--- src/verilog/bbrb_cfg.svh ---
/*
  register offsets, field positions, reset values and timing counts of the
  battery-backed register bank.
  assumes: included by the bank package users; definitions only.
*/
`ifndef BBRB_CFG_SVH
`define BBRB_CFG_SVH

// ==========================================================================
// offsets
`define BBRB_OFF_STATUS   8'h00
`define BBRB_OFF_TEST_A   8'h04
`define BBRB_OFF_CLKEN    8'h08
`define BBRB_OFF_TEST_B   8'h10
`define BBRB_OFF_TEST_C   8'h14
`define BBRB_OFF_OUTDOM   8'h18
`define BBRB_OFF_TEST_D   8'h1C

// ==========================================================================
// status fields
`define BBRB_ST_BATT      7
`define BBRB_ST_WDOG      5
`define BBRB_ST_DET       0

// ==========================================================================
// clock enable fields
`define BBRB_CK_REFSEL    5
`define BBRB_CK_SWDIS     4
`define BBRB_CK_EMUL      3
`define BBRB_CK_INTEN     2
`define BBRB_CK_EXTEN     1
`define BBRB_CK_XTYPE     0
`define BBRB_CLKEN_RST    6'h00

// ==========================================================================
// output domain fields
`define BBRB_OD_GEN       1
`define BBRB_OD_CTRL      0
`define BBRB_OUTDOM_RST   2'h3

// ==========================================================================
// switcher timing: good external edges before returning, and the number of
// system clocks without an external edge that counts as a stopped clock
`define BBRB_GOOD_EDGES   4'h8
`define BBRB_STOP_NS      40000
`define BBRB_CLK_NS       10
`define BBRB_STOP_CYC     (`BBRB_STOP_NS / `BBRB_CLK_NS)

`endif

--- src/verilog/bbrb_pkg.sv ---
/*
  types of the battery-backed register bank.
  assumes: nothing beyond a SystemVerilog compiler.
*/
package bbrb_pkg;

  // ========================================================================
  // slow clock source on the output
  typedef enum logic [2:0] {
    BBRB_SRC_OFF  = 3'b000,
    BBRB_SRC_XTAL = 3'b001,
    BBRB_SRC_SE   = 3'b010,
    BBRB_SRC_INT  = 3'b011,
    BBRB_SRC_SW   = 3'b100
  } bbrb_src_e;

  // ========================================================================
  // switcher state
  typedef enum logic [1:0] {
    BBRB_SW_EXT   = 2'b00,
    BBRB_SW_INT   = 2'b01,
    BBRB_SW_CHECK = 2'b10
  } bbrb_sw_e;

endpackage : bbrb_pkg

--- src/verilog/bbrb_bank.sv ---
/*
  battery-backed register bank: power-fail and reset status, slow clock
  source control and switcher, supply domain of two battery output pins.
  assumes: one system clock at 100 MHz, a synchronous active-high reset that
  is the battery power-on reset, an 8-bit address register port from the
  controller on the same clock, raw crystal and single-ended clock levels
  from the pads, and a watchdog reset pulse on the same clock.
*/
`timescale 1ns/1ps
`include "bbrb_cfg.svh"

// Operation
// - battery reset flag bit 7 sets on battery power-on reset, default one.
// - battery reset flag clears only on a one-write; zero-writes ignored.
// - watchdog flag bit 5 sets after watchdog reset, default zero.
// - watchdog flag clears on one-write, unchanged on zero-write.
// - read-only bit 0 shows whether a crystal clock is detected.
// - power-fail event output reflects battery reset and watchdog flags.
// - battery power-on reset is the only reset of all bank state.
// - all register accesses run on the controller bus clock.
// - clock bit 5 picks 48 MHz reference: external or switched slow clock.
// - switcher falls to internal on external stop, returns after good edges.
// - switching only while main rail on; emulation bit rules otherwise.
// - bit 4 one disables switcher, single enabled source only.
// - bit 3 zero keeps internal oscillator on rail-off; one gates it.
// - bit 2 enables internal slow oscillator.
// - bit 1 enables the external source chosen by type select.
// - bit 0 one single-ended on second pin; zero crystal, default.
// - source table: disabled, crystal, internal per enable combination.
// - switched mode: external with rail on, internal on stop or rail drop.
// - single-ended, switcher off, external on: external regardless of internal.
// - alternate bit 1 picks battery or rail domain for general output.
// - alternate bit 0 picks battery or rail domain for control output.
module bbrb_bank
  import bbrb_pkg::*;
(
  input  wire logic       SYS_CLK,
  input  wire logic       SYS_RST,
  input  wire logic       CLK_EN,
  input  wire logic [7:0] REG_ADDR,
  input  wire logic       REG_WR,
  input  wire logic       REG_RD,
  input  wire logic [31:0] REG_WDATA,
  output logic      [31:0] REG_RDATA,
  input  wire logic       WATCHDOG_RESET,
  input  wire logic       MAIN_SUPPLY_RAIL,
  input  wire logic       FIRST_CRYSTAL_PIN,
  input  wire logic       SECOND_CRYSTAL_PIN,
  input  wire logic       GENERAL_BATT_VALUE,
  input  wire logic       GENERAL_PIN_CTRL,
  input  wire logic       CTRL_BATT_VALUE,
  input  wire logic       CTRL_PIN_CTRL,
  output logic            POWER_FAIL_EVENT,
  output logic            XTAL_OSC_EN,
  output logic            SE_INPUT_EN,
  output logic            INT_OSC_EN,
  output logic            SLOW_CLK_OUT,
  output logic            REF_USES_SWITCHED,
  output logic [2:0]      SLOW_SRC,
  output logic            BATTERY_GENERAL_OUTPUT,
  output logic            BATTERY_GENERAL_OUTPUT_OE_N,
  output logic            BATTERY_CONTROL_OUTPUT,
  output logic            BATTERY_CONTROL_OUTPUT_OE_N
);

  // ========================================================================
  // pin synchronisers, one lane per pad; only the second flop is read
  logic [2:0] sync1_reg;
  logic [2:0] sync2_reg;
  logic       se_last_reg;
  logic       xt_last_reg;
  logic [1:0] prime_reg;
  wire  [2:0] pin_raw = {MAIN_SUPPLY_RAIL, SECOND_CRYSTAL_PIN,
                         FIRST_CRYSTAL_PIN};

  genvar gi;
  generate
    for (gi = 0; gi < 3; gi++) begin : g_sync
      always_ff @(posedge SYS_CLK) begin
        if (SYS_RST) begin
          sync1_reg[gi] <= 1'b0;
          sync2_reg[gi] <= 1'b0;
        end else if (CLK_EN) begin
          sync1_reg[gi] <= pin_raw[gi];
          sync2_reg[gi] <= sync1_reg[gi];
        end
      end
    end
  endgenerate

  // edges count only once the pipeline holds real pad levels, so a pad
  // resting high at reset release is not taken for a rising edge
  always_ff @(posedge SYS_CLK) begin
    if (SYS_RST) begin
      se_last_reg <= 1'b0;
      xt_last_reg <= 1'b0;
      prime_reg   <= 2'h0;
    end else if (CLK_EN) begin
      se_last_reg <= sync2_reg[1];
      xt_last_reg <= sync2_reg[0];
      if (prime_reg != 2'h3) begin
        prime_reg <= prime_reg + 2'h1;
      end
    end
  end

  wire primed   = (prime_reg == 2'h3);
  wire rail_on  = sync2_reg[2];
  wire se_edge  = primed & sync2_reg[1] & ~se_last_reg;
  wire xt_edge  = primed & sync2_reg[0] & ~xt_last_reg;

  // ========================================================================
  // register decode
  wire hit_status = (REG_ADDR == `BBRB_OFF_STATUS);
  wire hit_clken  = (REG_ADDR == `BBRB_OFF_CLKEN);
  wire hit_outdom = (REG_ADDR == `BBRB_OFF_OUTDOM);
  wire wr_status  = REG_WR & hit_status;
  wire wr_clken   = REG_WR & hit_clken;
  wire wr_outdom  = REG_WR & hit_outdom;

  // ========================================================================
  // status flags; set wins over a clear in the same cycle
  logic batt_flag_reg;
  logic wdog_flag_reg;
  logic det_reg;
  wire  batt_clr  = wr_status & REG_WDATA[`BBRB_ST_BATT];
  wire  wdog_clr  = wr_status & REG_WDATA[`BBRB_ST_WDOG];
  wire  wdog_next = WATCHDOG_RESET | (wdog_flag_reg & ~wdog_clr);

  always_ff @(posedge SYS_CLK) begin
    if (SYS_RST) begin
      batt_flag_reg <= 1'b1;
      wdog_flag_reg <= 1'b0;
    end else if (CLK_EN) begin
      if (batt_clr) begin
        batt_flag_reg <= 1'b0;
      end
      wdog_flag_reg <= wdog_next;
    end
  end

  assign POWER_FAIL_EVENT = batt_flag_reg | wdog_flag_reg;

  // ========================================================================
  // crystal detect: an edge on either pad within the stop window
  localparam int STOP_CYC = `BBRB_STOP_CYC;
  logic [15:0] det_cnt_reg;
  logic [15:0] se_cnt_reg;

  always_ff @(posedge SYS_CLK) begin
    if (SYS_RST) begin
      det_cnt_reg <= 16'h0000;
      det_reg     <= 1'b0;
    end else if (CLK_EN) begin
      if (xt_edge | se_edge) begin
        det_cnt_reg <= 16'h0000;
        det_reg     <= 1'b1;
      end else if (det_cnt_reg == 16'(STOP_CYC)) begin
        det_reg     <= 1'b0;
      end else begin
        det_cnt_reg <= det_cnt_reg + 16'h0001;
      end
    end
  end

  // ========================================================================
  // clock enable and output domain registers
  logic [5:0] clken_reg;
  logic [1:0] outdom_reg;

  always_ff @(posedge SYS_CLK) begin
    if (SYS_RST) begin
      clken_reg  <= `BBRB_CLKEN_RST;
      outdom_reg <= `BBRB_OUTDOM_RST;
    end else if (CLK_EN) begin
      if (wr_clken) begin
        clken_reg <= REG_WDATA[5:0];
      end
      if (wr_outdom) begin
        outdom_reg <= REG_WDATA[1:0];
      end
    end
  end

  wire ref_sel = clken_reg[`BBRB_CK_REFSEL];
  wire sw_dis  = clken_reg[`BBRB_CK_SWDIS];
  wire emul    = clken_reg[`BBRB_CK_EMUL];
  wire int_en  = clken_reg[`BBRB_CK_INTEN];
  wire ext_en  = clken_reg[`BBRB_CK_EXTEN];
  wire xtype   = clken_reg[`BBRB_CK_XTYPE];

  // ========================================================================
  // source selection; external wins over internal except in switched mode, where the switcher picks; only one drives
  wire use_xtal  = ext_en & ~xtype;
  wire use_se    = ext_en & xtype & (sw_dis | ~int_en);
  wire use_sw    = ext_en & xtype & ~sw_dis & int_en;
  wire use_int   = ~ext_en & int_en;
  bbrb_src_e src;
  assign src = use_xtal ? BBRB_SRC_XTAL :
               use_se   ? BBRB_SRC_SE   :
               use_sw   ? BBRB_SRC_SW   :
               use_int  ? BBRB_SRC_INT  : BBRB_SRC_OFF;

  // ========================================================================
  // switcher: stop detect and good-edge count on the single-ended pad
  bbrb_sw_e   sw_reg;
  logic [3:0] good_reg;
  wire        se_stopped = (se_cnt_reg == 16'(STOP_CYC));

  always_ff @(posedge SYS_CLK) begin
    if (SYS_RST) begin
      sw_reg     <= BBRB_SW_EXT;
      good_reg   <= 4'h0;
      se_cnt_reg <= 16'h0000;
    end else if (CLK_EN) begin
      if (se_edge) begin
        se_cnt_reg <= 16'h0000;
      end else if (!se_stopped) begin
        se_cnt_reg <= se_cnt_reg + 16'h0001;
      end
      unique case (sw_reg)
        BBRB_SW_EXT: begin
          if (se_stopped) begin
            sw_reg <= BBRB_SW_INT;
          end
        end
        BBRB_SW_INT: begin
          good_reg <= 4'h0;
          if (se_edge) begin
            sw_reg <= BBRB_SW_CHECK;
          end
        end
        BBRB_SW_CHECK: begin
          if (se_stopped) begin
            sw_reg <= BBRB_SW_INT;
          end else if (se_edge) begin
            if (good_reg == `BBRB_GOOD_EDGES - 4'h1) begin
              sw_reg <= BBRB_SW_EXT;
            end else begin
              good_reg <= good_reg + 4'h1;
            end
          end
        end
        default: begin
          sw_reg <= BBRB_SW_INT;
        end
      endcase
    end
  end

  // switching only acts with rail on; rail off always falls to internal
  wire sw_pick_ext = rail_on & (sw_reg == BBRB_SW_EXT);
  // internal oscillator gated when rail is off under rail emulation
  wire int_run   = ~(emul & ~rail_on);

  // ========================================================================
  // outputs
  assign XTAL_OSC_EN  = (src == BBRB_SRC_XTAL);
  assign SE_INPUT_EN  = (src == BBRB_SRC_SE) | (src == BBRB_SRC_SW);
  assign INT_OSC_EN   = ((src == BBRB_SRC_INT) |
                         ((src == BBRB_SRC_SW) & ~sw_pick_ext))
                        & int_run;
  assign SLOW_SRC     = (src == BBRB_SRC_SW) ?
                        (sw_pick_ext ? BBRB_SRC_SE : BBRB_SRC_INT) : src;
  assign SLOW_CLK_OUT = (SLOW_SRC == BBRB_SRC_XTAL) ? sync2_reg[0] :
                        (SLOW_SRC == BBRB_SRC_SE)   ? sync2_reg[1] :
                        1'b0;
  assign REF_USES_SWITCHED = ref_sel;

  // supply domain of the two battery outputs; OE_N low means driving
  assign BATTERY_GENERAL_OUTPUT = outdom_reg[`BBRB_OD_GEN] ?
                                  GENERAL_BATT_VALUE :
                                  GENERAL_PIN_CTRL;
  assign BATTERY_GENERAL_OUTPUT_OE_N = ~(outdom_reg[`BBRB_OD_GEN] |
                                         rail_on);
  assign BATTERY_CONTROL_OUTPUT = outdom_reg[`BBRB_OD_CTRL] ?
                                  CTRL_BATT_VALUE : CTRL_PIN_CTRL;
  assign BATTERY_CONTROL_OUTPUT_OE_N = ~(outdom_reg[`BBRB_OD_CTRL] |
                                         rail_on);

  // ========================================================================
  // read data, registered; unmapped and test offsets read zero
  wire [31:0] rd_mux =
    hit_status ? {24'h000000, batt_flag_reg, 1'b0, wdog_flag_reg, 4'h0,
                  det_reg} :
    hit_clken  ? {26'h0000000, clken_reg} :
    hit_outdom ? {30'h00000000, outdom_reg} : 32'h00000000;

  always_ff @(posedge SYS_CLK) begin
    if (SYS_RST) begin
      REG_RDATA <= 32'h00000000;
    end else if (CLK_EN && REG_RD) begin
      REG_RDATA <= rd_mux;
    end
  end

endmodule : bbrb_bank

--- config.mk ---
export PLATFORM = sky130hd
export DESIGN_NAME = bbrb_bank
export DESIGN_NICKNAME = d
export VERILOG_FILES = /design/src/verilog/bbrb_pkg.sv /design/src/verilog/bbrb_bank.sv
export VERILOG_INCLUDE_DIRS = /design/src /design/src/verilog
export SDC_FILE = /design/constraint.sdc
export NUM_CORES = 1
export LEC_CHECK = 0
export ABC_AREA = 0
export BUFFER_PORTS_ARGS = -buffer_cell sky130_fd_sc_hd__buf_2
export CAP_MARGIN = 30
export CORE_MARGIN = 1.5
export CORE_UTILIZATION = 53
export CTS_CLUSTER_DIAMETER = 60
export DETAILED_ROUTE_END_ITERATION = 16
export PLACE_DENSITY = 0.83
export SLEW_MARGIN = 10
export SYNTH_ARGS = -nofsm -noshare
export SYNTH_HDL_FRONTEND = slang
export SYNTH_SLANG_ARGS = --single-unit
--- constraint.sdc ---
create_clock -name SYS_CLK -period 2.43 [get_ports SYS_CLK]
set_input_delay 0 -clock SYS_CLK [delete_from_list [all_inputs] [get_ports SYS_CLK]]
set_output_delay 0 -clock SYS_CLK [all_outputs]
set_load 0.05 [all_outputs]
==> flow_summary.rst <==
.. list-table::
   :header-rows: 1

   * - Metric
     - Value
   * - Power dissipated by switching net loads
     - 0.649 mW
   * - Antenna-violating nets left
     - 0
   * - Number of antenna violations at the first check in global routing
     - 0
   * - Count of endpoints failing hold in the final timing report
     - 0
   * - Async set-reset flop share out of synthesis
     - 0%
   * - Total clock sinks
     - 66
   * - Cell area power density
     - 588 mW/mm²
   * - Count of endpoints failing setup in the final report
     - 0
   * - Most frequent cells in the layout
     - sky130_fd_sc_hd__dfxtp_1, sky130_fd_sc_hd__buf_2, sky130_fd_sc_hd__nand3_1, sky130_fd_sc_hd__nand2_1, sky130_fd_sc_hd__nor2_1
   * - Initial cell density of the core
     - 55.2%
   * - Slack of the critical path
     - around 320 ps
   * - Number of detailed-routing iterations run before antenna repair
     - 11
   * - Switching portion of total power
     - ~27%
   * - Row count
     - 29
   * - Overall die area
     - around 0.0072 mm²
   * - Avg Synthesized Cell Area
     - between 8 and 9 µm²
   * - CTS root buf
     - sky130_fd_sc_hd__clkbuf_8
   * - Number of max-cap violations
     - 0
   * - Post-synthesis cell area
     - 0.00354 mm²
   * - Minimum setup slack after placement
     - between 300 and 400 ps
   * - Total DRC errors in the routed layout
     - 4
   * - Number of enable flip-flop cells after synthesis
     - 0
   * - Antenna diode count
     - 0
   * - Violations in the final reports
     - DRC
   * - Longest Clk Path Bufs
     - 2
   * - Clk network pwr share
     - between 40% and 50%
   * - Ranking of synthesized cells by area
     - sky130_fd_sc_hd__dfxtp_1, sky130_fd_sc_hd__mux2i_1, sky130_fd_sc_hd__buf_4, sky130_fd_sc_hd__nand3_1, sky130_fd_sc_hd__a21oi_1
   * - Number of synthesized register bits
     - between 60 and 70
   * - I/O Buffers
     - 46
   * - Part of the power in combinational logic
     - a little over a tenth
   * - Flop2flop setup slack
     - 320 ps
   * - Post-synthesis cell type with the largest combined area
     - sky130_fd_sc_hd__dfxtp_1
   * - Top achievable clock speed
     - about 0.47 GHz
   * - DRT Wirelength
     - a little over 8 mm
   * - Number of slew-limit violations in the final report
     - 0
   * - Status
     - complete, but fails checks
   * - Share of post-route cells with drive strength above 1
     - 16.3%
   * - Cells after synthesis
     - 425
   * - Total Nets Final
     - 539
   * - Placed cell area
     - 0.00372 mm²
   * - Max rail drop VDD
     - about 470 µV
   * - Number of instances resized during post-cts repair
     - 0
   * - Rel. slew slack
     - 50.7%
   * - Number of levels in the clock H-tree
     - 3
   * - Worst Path Max Fanout
     - 9
   * - Clock insertion delay at the later pin of the skew report
     - between 300 and 400 ps
   * - Post-route clock skew
     - 11.1 ps
   * - TritonCTS clock tree
     - yes
   * - Required time at the endpoint of the critical path
     - ~2700 ps
   * - Unrepaired setup endpoints after global routing
     - false
   * - TritonCTS buffer count
     - 9
   * - Type of origin of the critical path
     - flip-flop
   * - Final instance area
     - 0.00410 mm²
   * - Setup fix buffers added after clock tree synthesis
     - 0
   * - Routed wire length per instance
     - 14.5 µm
   * - Clock period minus final worst setup slack
     - 2110 ps
   * - Hold crit path type
     - input port to flip-flop
   * - Floorplan core area
     - 0.00642 mm²
   * - Overall routing resource usage
     - between 20% and 30%
   * - Arrival time worst endpoint
     - 2380 ps
   * - Area share of the largest cell type after synthesis
     - roughly 37%
   * - Sequential share of power
     - about 46%
   * - Slew at the pin with the worst max-slew slack
     - between 700 and 800 ps
   * - Unique cell type count in the Yosys netlist
     - 53
   * - Die span in x
     - roughly 85 µm
   * - Global-route wire length before repair
     - between 10 and 15 mm
   * - Area growth, synth to finish
     - 15.6%
   * - Die height
     - 84.8 µm
   * - Internal power contribution
     - approximately 1.8 mW
   * - Clock transition at the registers of the reported paths
     - roughly 70 ps
   * - Static leakage
     - 1.67 nW
   * - Iter 0 DRT Violations
     - between 150 and 200
   * - Largest net degree at the start of global routing
     - 39
   * - Remaining global-route overflow
     - 0
   * - Commonest non-fill, non-tap cell in the layout
     - sky130_fd_sc_hd__dfxtp_1
   * - Fraction of the cycle the final worst path needs
     - around 87%
   * - Synth Warn #
     - 0
   * - Placed wire-length estimate after detailed placement
     - 5.38 mm
   * - Class of the most critical setup path
     - flip-flop to flip-flop
   * - Worst setup EP type
     - flip-flop
   * - IO Pins
     - 98
   * - Vias in the first global route
     - about 3200
   * - Via count normalized by instance count
     - 5.91
   * - Top FF cell, synth
     - sky130_fd_sc_hd__dfxtp_1
   * - Global placement routability congestion
     - 0.807
   * - Count of vias placed by the detailed router
     - roughly 3300
   * - Aggregate negative setup slack
     - 0 ps
   * - Sequential area share after synthesis
     - between 30% and 40%
   * - Number of hold-repair buffers added at the cts stage
     - 14
-- metrics by stage --
stage / total power [mW] / utilization, % / hold WS (ps) / instances
2_1_floorplan: 1.36 / - / 125 / 450
3_3_place_gp: 1.37 / 58.0 / 226 / 531
3_5_place_dp: 1.37 / 58.0 / 243 / 531
4_1_cts: 2.42 / 63.7 / 64.6 / 561
5_1_grt: 2.49 / 63.8 / 89.0 / 562
6_report: 2.41 / 63.8 / 88.9 / 562
-- critical path: stages (launching register included) --
cell                      delay, ps
sky130_fd_sc_hd__dfxtp_1        360
sky130_fd_sc_hd__inv_1           90
sky130_fd_sc_hd__ha_1           140
sky130_fd_sc_hd__or4b_4         470
sky130_fd_sc_hd__or4_4          630
sky130_fd_sc_hd__a21o_1         200
sky130_fd_sc_hd__a31oi_1        150
-- power by group through the flow --
stage / Combinational [mW] / Sequential, mW / Clock [mW]
final: 0.257 / 1.12 / 1.03
after CTS: 0.252 / 1.12 / 1.05
after floorplan: 0.222 / 1.14 / 0
after global routing: 0.276 / 1.12 / 1.10
after detailed placement: 0.234 / 1.14 / 0
after global placement: 0.229 / 1.14 / 0
-- cell families (layout without fill, tap and decap cells) --
family / after synthesis / count (layout) / synth area share, %
fa+ha+maj: 6 / 6 / 2.12
compound gates: 68 / 68 / 11.2
flops: 66 / 66 / 37.3
xor+xnor: 13 / 13 / 3.21
simple gates: 184 / 184 / 29.0
buf+inv: 60 / 95 / 9.32
other cells: 1 / 26 / 0.106
mux: 27 / 27 / 7.77
-- metal layers --
layer | part of all wire (%) | track usage (%) | vias to the layer above
met1 | 43 | 27.5 | 1573
li1 | - | - | 1595
met5 | 0 | 0 | -
met2 | 49 | 39.6 | 133
met4 | 2.4 | 13.0 | 0
met3 | 5.5 | 5.41 | 22
-- synth_stat cells (2+ instances only) --
library cell,n
sky130_fd_sc_hd__nor4b_1,2
sky130_fd_sc_hd__and3b_1,3
sky130_fd_sc_hd__or4_1,2
sky130_fd_sc_hd__o21ai_0,20
sky130_fd_sc_hd__and2_1,4
sky130_fd_sc_hd__nor2b_1,3
sky130_fd_sc_hd__a21o_1,2
sky130_fd_sc_hd__nand4_1,19
sky130_fd_sc_hd__xnor2_1,2
sky130_fd_sc_hd__ha_1,6
sky130_fd_sc_hd__or3_1,9
sky130_fd_sc_hd__mux2i_1,23
sky130_fd_sc_hd__a21oi_1,28
sky130_fd_sc_hd__or2_2,2
sky130_fd_sc_hd__a211oi_1,3
sky130_fd_sc_hd__nor4_1,5
sky130_fd_sc_hd__nand3b_1,7
sky130_fd_sc_hd__nor3b_1,6
sky130_fd_sc_hd__buf_4,26
sky130_fd_sc_hd__mux2_2,4
sky130_fd_sc_hd__nand2_1,31
sky130_fd_sc_hd__clkbuf_1,20
sky130_fd_sc_hd__a41o_1,2
sky130_fd_sc_hd__dfxtp_1,66
sky130_fd_sc_hd__o221ai_1,2
sky130_fd_sc_hd__nor2_1,31
sky130_fd_sc_hd__nand3_1,36
sky130_fd_sc_hd__and4_1,3
sky130_fd_sc_hd__inv_1,11
sky130_fd_sc_hd__nand2b_1,3
sky130_fd_sc_hd__and3_1,7
sky130_fd_sc_hd__xor2_1,11
sky130_fd_sc_hd__nor3_1,3
sky130_fd_sc_hd__a31oi_1,4
-- path summary, 6_finish.rpt --
check / startpoint / endpoint / cells after the start
worst min-delay path: CLK_EN / det_cnt_reg[1]$_SDFFE_PP0P_ / 3
worst max-delay path: se_cnt_reg[0]$_SDFFE_PP0P_ / se_cnt_reg[2]$_SDFFE_PP0P_ / 6
worst max register to register: se_cnt_reg[0]$_SDFFE_PP0P_ / se_cnt_reg[2]$_SDFFE_PP0P_ / 6
worst min register to register: REG_RDATA[4]$_SDFFE_PP0P_ / REG_RDATA[4]$_SDFFE_PP0P_ / 2
-- final cells by class --
cell class	count	area, µm²
inverters	12	45.0
fillers	518	2330
well taps	77	96.3
repair buffers	67	423
flip-flops and latches	66	1320
clock buffers	9	124
clock inverters	7	100
multi-input cells	324	1990
Power figures use the tool's default switching activity.
